**src/eitm_pkg.sv**
```systemverilog
package eitm_pkg;
    // sizes of the event space and the request queue
    localparam int NUM_OUT = 32;
    localparam int NUM_IN = 2;
    localparam int NUM_EVT = 66;
    localparam int IN_EVT_BASE = 64;
    localparam int FIFO_DEPTH = 8;
    localparam int PTR_W = 3;
    localparam int CNT_W = 4;
    localparam int TASK_W = 8;
    localparam int FUNC_W = 5;
    localparam int IDX_W = 7;

    // register byte offsets on the apb bus
    localparam logic [11:0] ADDR_OUT_OFS = 12'h000;
    localparam logic [11:0] ADDR_OUT_EN_LO = 12'h004;
    localparam logic [11:0] ADDR_OUT_EN_HI = 12'h008;
    localparam logic [11:0] ADDR_IN_EN = 12'h00c;
    localparam logic [11:0] ADDR_IN_OFS = 12'h010;
    localparam logic [11:0] ADDR_IN_FUNC = 12'h014;
    localparam logic [11:0] ADDR_STATUS = 12'h018;

    // field positions
    localparam int FUNC1_LSB = 8;
    localparam int STAT_ERR_BIT = 0;
    localparam int STAT_CNT_LSB = 8;

    // function codes that trigger on the falling edge of an input
    localparam logic [FUNC_W-1:0] FUNC_FALL_MAX = 5'h0e;

    // reset values
    localparam logic [11:0] RST_OFS = 12'h000;
    localparam logic [15:0] RST_EN16 = 16'h0000;
    localparam logic [1:0] RST_IN_EN = 2'h0;
    localparam logic [FUNC_W-1:0] RST_FUNC = 5'h00;

    typedef struct packed {
        logic [11:0] outOfsBcd;
        logic [31:0] outEn;
        logic [1:0] inEn;
        logic [11:0] inOfsBcd;
        logic [FUNC_W-1:0] inFunc0;
        logic [FUNC_W-1:0] inFunc1;
    } eitm_cfg_t;

    typedef struct packed {
        logic valid;
        logic [TASK_W-1:0] num;
    } eitm_task_t;
endpackage

```
**src/eitm_task_mapper.sv**
```systemverilog
// Function
// all 32 pattern bits map in order onto consecutive task numbers, output 0 at the output offset.
// bit k requests offset plus 2k on a rising edge and offset plus 2k plus one on a falling edge.
// output requests come from transitions of the internal output pattern, not from pins.
// the host keeps the output offset at or below 192 so tasks stay within 0 to 255.
// the host writes the output offset in binary-coded decimal.
// the host supplies a handler for both tasks of every enabled output.
// each enabled input requests on one edge, falling for codes 2,4,...,14 and rising otherwise.
// the input enable is two bits, bit 0 for input zero and bit 1 for input one, cleared at reset.
// input zero requests the input offset and input one requests that offset plus one.
// the host keeps the input offset at or below 252.
// simultaneous requests are queued first in, first out and issued in arrival order.
// a request meeting a full queue raises the queue-full error.
// overlapping output and input task ranges raise no error.
// output enables are 32 bits in a low and a high half word, all cleared at reset.
// a request meeting a full queue is dropped and requests leave one at a time from the head.
module eitm_task_mapper (
    input wire logic core_clk,
    input wire logic nrst,
    input wire logic psel,
    input wire logic penable,
    input wire logic pwrite,
    input wire logic [11:0] paddr,
    input wire logic [31:0] pwdata,
    output logic [31:0] prdata,
    output logic pready,
    output logic pslverr,
    input wire logic [31:0] outPattern,
    input wire logic digitalInputZero,
    input wire logic digitalInputOne,
    output eitm_pkg::eitm_task_t taskReq,
    input wire logic taskReady,
    output logic queueFullErr
);
    function automatic logic [7:0] bcdToBin(input logic [11:0] b);
        logic [9:0] s;
        s = 10'(b[11:8]) * 10'd100 + 10'(b[7:4]) * 10'd10 + 10'(b[3:0]);
        return s[7:0];
    endfunction

    function automatic logic isFallCode(input logic [eitm_pkg::FUNC_W-1:0] f);
        return (f != '0) && !f[0] && (f <= eitm_pkg::FUNC_FALL_MAX);
    endfunction

    eitm_pkg::eitm_cfg_t cfg, next_cfg;
    logic errFlag, next_errFlag;
    logic [31:0] next_prdata;
    logic [31:0] prevPattern;
    logic [1:0] inSync1, inSync2, prevIn;
    logic [eitm_pkg::NUM_EVT-1:0] evt, pend, next_pend, grant;
    logic [7:0] fifoMem [eitm_pkg::FIFO_DEPTH];
    logic [eitm_pkg::PTR_W-1:0] wptr, rptr, next_wptr, next_rptr;
    logic [eitm_pkg::CNT_W-1:0] count, next_count;
    logic [eitm_pkg::IDX_W-1:0] pickIdx;
    logic [7:0] pickTask, outOfs, inOfs;
    logic push, pop, full, lostAny, dropNow;
    logic wrAccess, addrHit;

    assign outOfs = bcdToBin(cfg.outOfsBcd);
    assign inOfs = bcdToBin(cfg.inOfsBcd);

    // apb: zero wait states, read data captured in the setup cycle
    assign pready = 1'b1;
    assign wrAccess = psel && penable && pwrite;
    always_comb begin
        case (paddr)
            eitm_pkg::ADDR_OUT_OFS, eitm_pkg::ADDR_OUT_EN_LO, eitm_pkg::ADDR_OUT_EN_HI, eitm_pkg::ADDR_IN_EN,
            eitm_pkg::ADDR_IN_OFS, eitm_pkg::ADDR_IN_FUNC, eitm_pkg::ADDR_STATUS: addrHit = 1'b1;
            default: addrHit = 1'b0;
        endcase
    end
    assign pslverr = psel && penable && !addrHit;

    // register file next values
    always_comb begin
        next_cfg = cfg;
        next_prdata = prdata;
        if (wrAccess) begin
            case (paddr)
                eitm_pkg::ADDR_OUT_OFS: next_cfg.outOfsBcd = pwdata[11:0];
                eitm_pkg::ADDR_OUT_EN_LO: next_cfg.outEn[15:0] = pwdata[15:0];
                eitm_pkg::ADDR_OUT_EN_HI: next_cfg.outEn[31:16] = pwdata[15:0];
                eitm_pkg::ADDR_IN_EN: next_cfg.inEn = pwdata[1:0];
                eitm_pkg::ADDR_IN_OFS: next_cfg.inOfsBcd = pwdata[11:0];
                eitm_pkg::ADDR_IN_FUNC: begin
                    next_cfg.inFunc0 = pwdata[eitm_pkg::FUNC_W-1:0];
                    next_cfg.inFunc1 = pwdata[eitm_pkg::FUNC1_LSB +: eitm_pkg::FUNC_W];
                end
                default: ;
            endcase
        end
        if (psel && !penable) begin
            next_prdata = '0;
            case (paddr)
                eitm_pkg::ADDR_OUT_OFS: next_prdata[11:0] = cfg.outOfsBcd;
                eitm_pkg::ADDR_OUT_EN_LO: next_prdata[15:0] = cfg.outEn[15:0];
                eitm_pkg::ADDR_OUT_EN_HI: next_prdata[15:0] = cfg.outEn[31:16];
                eitm_pkg::ADDR_IN_EN: next_prdata[1:0] = cfg.inEn;
                eitm_pkg::ADDR_IN_OFS: next_prdata[11:0] = cfg.inOfsBcd;
                eitm_pkg::ADDR_IN_FUNC: begin
                    next_prdata[eitm_pkg::FUNC_W-1:0] = cfg.inFunc0;
                    next_prdata[eitm_pkg::FUNC1_LSB +: eitm_pkg::FUNC_W] = cfg.inFunc1;
                end
                eitm_pkg::ADDR_STATUS: begin
                    next_prdata[eitm_pkg::STAT_ERR_BIT] = errFlag;
                    next_prdata[eitm_pkg::STAT_CNT_LSB +: eitm_pkg::CNT_W] = count;
                end
                default: ;
            endcase
        end
    end

    always_ff @(posedge core_clk) begin
        if (!nrst) begin
            cfg <= '{eitm_pkg::RST_OFS, {eitm_pkg::RST_EN16, eitm_pkg::RST_EN16}, eitm_pkg::RST_IN_EN,
                     eitm_pkg::RST_OFS, eitm_pkg::RST_FUNC, eitm_pkg::RST_FUNC};
            prdata <= '0;
        end else begin
            cfg <= next_cfg;
            prdata <= next_prdata;
        end
    end

    // edge history; pins pass two flops, the pattern is already on this clock
    always_ff @(posedge core_clk) begin
        if (!nrst) begin
            prevPattern <= '0;
            inSync1 <= '0;
            inSync2 <= '0;
            prevIn <= '0;
        end else begin
            prevPattern <= outPattern;
            inSync1 <= {digitalInputOne, digitalInputZero};
            inSync2 <= inSync1;
            prevIn <= inSync2;
        end
    end

    // one event bit per task slot: 2k rising, 2k+1 falling, then the inputs
    for (genvar k = 0; k < eitm_pkg::NUM_OUT; k++) begin : g_out
        assign evt[2*k] = cfg.outEn[k] && outPattern[k] && !prevPattern[k];
        assign evt[2*k+1] = cfg.outEn[k] && !outPattern[k] && prevPattern[k];
    end
    for (genvar j = 0; j < eitm_pkg::NUM_IN; j++) begin : g_in
        logic fall;
        assign fall = isFallCode(j == 0 ? cfg.inFunc0 : cfg.inFunc1);
        assign evt[eitm_pkg::IN_EVT_BASE+j] = cfg.inEn[j] &&
            (fall ? (prevIn[j] && !inSync2[j]) : (inSync2[j] && !prevIn[j]));
    end

    // lowest pending slot goes first; one queue write per cycle
    always_comb begin
        pickIdx = '0;
        for (int i = eitm_pkg::NUM_EVT - 1; i >= 0; i--) begin
            if (pend[i]) pickIdx = 7'(i);
        end
    end
    assign push = |pend;
    assign grant = push ? ({{(eitm_pkg::NUM_EVT-1){1'b0}}, 1'b1} << pickIdx) : '0;
    assign pickTask = (pickIdx < 7'(eitm_pkg::IN_EVT_BASE)) ? outOfs + {2'h0, pickIdx[5:0]}
                                                          : inOfs + {7'h00, pickIdx[0]};
    assign full = (count == 4'(eitm_pkg::FIFO_DEPTH));
    assign pop = taskReq.valid && taskReady;
    assign dropNow = push && full;
    assign lostAny = |(evt & pend & ~grant);

    // queue and error flag; set beats a clear in the same cycle, overlap never errors
    always_comb begin
        next_pend = (pend & ~grant) | evt;
        next_wptr = wptr;
        next_rptr = rptr;
        next_count = count;
        next_errFlag = errFlag;
        if (wrAccess && paddr == eitm_pkg::ADDR_STATUS && pwdata[eitm_pkg::STAT_ERR_BIT]) next_errFlag = 1'b0;
        if (dropNow || lostAny) next_errFlag = 1'b1;
        if (push && !full) next_wptr = wptr + 3'h1;
        if (pop) next_rptr = rptr + 3'h1;
        next_count = count + 4'(push && !full) - 4'(pop);
    end

    always_ff @(posedge core_clk) begin
        if (!nrst) begin
            pend <= '0;
            wptr <= '0;
            rptr <= '0;
            count <= '0;
            errFlag <= 1'b0;
        end else begin
            pend <= next_pend;
            wptr <= next_wptr;
            rptr <= next_rptr;
            count <= next_count;
            errFlag <= next_errFlag;
            if (push && !full) fifoMem[wptr] <= pickTask;
        end
    end

    assign taskReq.valid = (count != '0);
    assign taskReq.num = fifoMem[rptr];
    assign queueFullErr = errFlag;
endmodule // eitm_task_mapper

```
**config.mk**
```make
export PLATFORM = sky130hd
export DESIGN_NAME = eitm_task_mapper
export DESIGN_NICKNAME = d
export VERILOG_FILES = /design/src/eitm_pkg.sv /design/src/eitm_task_mapper.sv
export SDC_FILE = /design/constraint.sdc
export NUM_CORES = 1
export LEC_CHECK = 0
export BUFFER_PORTS_ARGS = -buffer_cell sky130_fd_sc_hd__buf_2
export CORE_UTILIZATION = 55
export DETAILED_ROUTE_END_ITERATION = 12
export GPL_TIMING_DRIVEN = 0
export PLACE_DENSITY = 0.75
export REMOVE_ABC_BUFFERS = 1
export SKIP_CTS_REPAIR_TIMING = 1
export SYNTH_ARGS = -nofsm -noshare
export SYNTH_HDL_FRONTEND = slang
export SYNTH_SLANG_ARGS = --single-unit
```
**constraint.sdc**
```tcl
create_clock -name core_clk -period 4.9 [get_ports core_clk]
set_input_delay 0.735 -clock core_clk [delete_from_list [all_inputs] [get_ports core_clk]]
set_output_delay 0.735 -clock core_clk [all_outputs]
set_load 0.005 [all_outputs]
```
==> run_results.csv <==
group,metric,value,unit
die,dieArea,0.0253,mm^2
routing,drtIter0Drc,1448,
clocking,cts_buffers,28,
clocking,cts_root_buffer,"clkbuf_16",
power_and_ir_drop,p_clk_share,45.6,%
grt,grt_pass1_wl,64900,um
critical_path,cp-start-kind,"flop",
critical_path,worstPathRequired,5210,ps
placement,io_buffers,94,
logic_synthesis,synth-seq-cells,266,
clocking,clock_latency,560,ps
logic_synthesis,synthCells,1503,
sta,finalCriticalPeriod,4780,ps
logic_synthesis,ys_seq_area_share,44.0,%
sta,setup_violations,0,
routing,final_antenna_net_count,0,
grt,grt_overflow_total,0,
die,die_h,159,um
sta,setup_tns,0,ps
logic_synthesis,syn_area,0.0136,mm^2
sta,post-route-period-util,97.5,%
die,coreArea,0.0242,mm^2
power_and_ir_drop,comb_power_share,8.1,%
sta,hold_viol,0,
sta,skew,23.7,ps
critical_path,critPathKind,"reg2reg",
min_path,hp-class,"in2reg",
final_layout,insertedDiodeCount,0,
routing,wl,43100,um
sta,worst_pin_slew,1190,ps
routing,first_pass_iters,8,
outcome,status,"finished, final reports clean",
final_layout,post-route-util,63.0,%
clocking,cts.path.max_buffers,3,
power_and_ir_drop,p_sw,1.16,mW
grt,grtUsageTotal,33.6,%
die,rows,57,
placement,dp_slack,-843,ps
job,timing.max_cap.violations,0,
min_path,min_to,"inSync1[1]",
die,fp.dieW,159,um
grt,grt_max_degree,124,
logic_synthesis,ys.flop_type,"dfxtp_1",
final_layout,layout.nets,1708,
sta,setup_slack,121,ps
sta,clock.fmax,209,MHz
power_and_ir_drop,power.leakage,5.74,nW
logic_synthesis,synth-edff-count,64,
sta,drv_slew,0,
min_path,hold_path_depth,2,
routing,vias,12100,
clocking,cts_tree,"built",
power_and_ir_drop,ir_worst_vdd,0.000271,V
critical_path,r2r-start,"pend[48]",
logic_synthesis,async_reset_ff_share,0,%
routing,drc,0,
critical_path,cp_max_fo,8,
final_layout,area_growth_syn_to_layout,12.6,%
placement,gp_congestion,0.973,
routing,vias_per_cell,6.31,
clocking,clkTransAtPathRegs,60,ps
routing,wire_per_inst,22.6,um
power_and_ir_drop,intPower,3.94,mW
power_and_ir_drop,p_total,5.10,mW
grt,antenna_found_initial,2,
die,io-pin-count,128,
power_and_ir_drop,powerDensity,334,mW/mm^2
power_and_ir_drop,swShare,22.8,%
min_path,holdCritStartpoint,"digitalInputOne",
final_layout,fillers,2062,
logic_synthesis,synth.distinct_cells,77,
logic_synthesis,avgSynthCellArea,9.02,um^2
critical_path,rrSetupSlack,120,ps
critical_path,reg2reg_depth,13,
logic_synthesis,yosysWarningCount,0,
placement,place_hpwl,32000,um
critical_path,startpoint,"pend[48]",
critical_path,worstReg2RegEnd,"fifoMem[3][7]",
die,start_util,55.9,%
critical_path,worstPathArrival,5090,ps
final_layout,drive_above_1_share,13.5,%
grt,grt_pass1_vias,10900,
power_and_ir_drop,pwr-share-seq,46.3,%
critical_path,worstSetupEndpointType,"flop",
sta,max-slew-margin-rel,20.0,%
clocking,clock_sinks,266,
clocking,htreeDepth,1,
layer usage:
metal | wire (um) | GRT usage (%) | up-vias
li1 | - | - | 5522
met1 | 18400 | 48.6 | 5781
met2 | 18700 | 50.2 | 669
met3 | 4490 | 6.25 | 94
met4 | 1590 | 11.8 | 4
met5 | 23 | 0 | -
cells in the final DEF (no fill, tap or decap), drive strengths merged, types with 7 or more instances in the layout:
| cell type | synthesis | routed |
|---|---|---|
| mux4 | 16 | 16 |
| a21o | 7 | 7 |
| a222oi | 13 | 13 |
| inv | 68 | 68 |
| nand2b | 10 | 10 |
| xnor2 | 17 | 17 |
| and2 | 47 | 47 |
| fa | 14 | 14 |
| nor2b | 11 | 11 |
| nand4b | 13 | 13 |
| a221oi | 7 | 7 |
| mux2i | 8 | 8 |
| mux2 | 12 | 12 |
| nor3 | 36 | 36 |
| edfxtp | 64 | 64 |
| nor4 | 26 | 26 |
| o21ai | 85 | 85 |
| buf | 28 | 101 |
| a31oi | 11 | 11 |
| a21oi | 181 | 181 |
| clkinv | 1 | 8 |
| dfxtp | 202 | 202 |
| or4 | 12 | 12 |
| nand2 | 191 | 191 |
| ha | 44 | 44 |
| nand3b | 54 | 54 |
| nand4 | 8 | 8 |
| conb | 2 | 17 |
| clkbuf | 55 | 39 |
| a22oi | 11 | 11 |
| o21a | 8 | 8 |
| nand3 | 19 | 19 |
| and3 | 9 | 9 |
| nor2 | 109 | 109 |
| or2 | 13 | 13 |
| xor2 | 10 | 10 |
| o31ai | 11 | 11 |
final cells by class:
class                   count  area (um^2)  area share, %
multi-input cells        1100         7070           46.3
flip-flops and latches    266         5970           39.1
clock buffers              39          782           5.12
repair buffers            101          547           3.58
well taps                 324          405           2.66
inverters                  69          264           1.73
clock inverters            13          230           1.51
per-stage QoR:
stage	instances	area, um^2	hold WS (ps)
after global routing	1912	15300	385
after CTS	1908	15200	369
after floorplan	1435	13200	412
after global placement	1853	14100	422
after detailed placement	1856	14200	424
final	1912	15300	379
critical path: stages (launching register included):
cell	delay, ps
dfxtp_1	370
or4_1	610
a211oi_1	450
o211ai_1	250
a31oi_4	440
fa_1	510
fa_1	520
ha_1	310
a21o_1	160
a21oi_1	210
o21bai_1	90
a21oi_1	170
xnor2_1	100
o21ai_2	340
synth_stat cells (11+ instances only):
cell type  instances  share of area, %
a21oi_1          181               6.7
a222oi_1          13              0.96
a22oi_1           11              0.61
a31oi_1           11              0.51
and2_1            46               2.1
buf_4             20               1.1
clkbuf_1          55               1.5
dfxtp_1          202                30
edfxtp_1          64                14
fa_1              14               2.1
ha_1              44               4.1
inv_1             68               1.9
mux2_2            12               1.0
mux4_2            16               2.7
nand2_1          191               5.3
nand3_1           19              0.70
nand3b_1          54               3.0
nand4b_1          13              0.84
nor2_1           109               3.0
nor2b_1           11              0.51
nor3_1            36               1.3
nor4_1            22               1.0
o21ai_0           85               3.1
o31ai_1           11              0.61
or4_1             11              0.61
xnor2_1           17               1.1
registers in the layout, indices dropped and copies added (netlist names), 2 cells and up, named ones only:
signal and count:
rptr 3, prdata 16, prevPattern 32, fifoMem 64
prevIn 2, pend 66, cfg 68, wptr 3
inSync2 2, count 4, inSync1 2
cells by family after synthesis:
family / Yosys count / share of synthesized area, %
AND/OR/NAND/NOR: 574 / 21.8
AO/OA/AOI/OAI: 388 / 17.2
flip-flops: 266 / 44.0
buffers and inverters: 152 / 4.89
adder cells (fa/ha/maj): 58 / 6.13
multiplexers: 36 / 4.24
XOR/XNOR: 27 / 1.74
other: 2 / 0.0554
worst max path at each step:
stage	end	slack, ps	depth (start not counted)
final	fifoMem[3][7]	120	13
after global routing	fifoMem[3][7]	-30	16
after CTS	fifoMem[0][6]	-900	15
after detailed placement	fifoMem[5][6]	-840	15
after global placement	fifoMem[1][6]	-3560	3
after floorplan	fifoMem[0][0]	-80	2
power by group through the flow:
| stage | clock (mW) | sequential (mW) | combinational (mW) |
|---|---|---|---|
| finish | 2.32 | 2.36 | 0.412 |
| global route | 2.42 | 2.38 | 0.455 |
| CTS | 2.34 | 2.37 | 0.413 |
| detailed placement | 0 | 2.41 | 0.408 |
| global placement | 0 | 2.41 | 0.393 |
| floorplan | 0 | 2.39 | 0.272 |
Note: power is estimated with default switching activity, not from simulation.
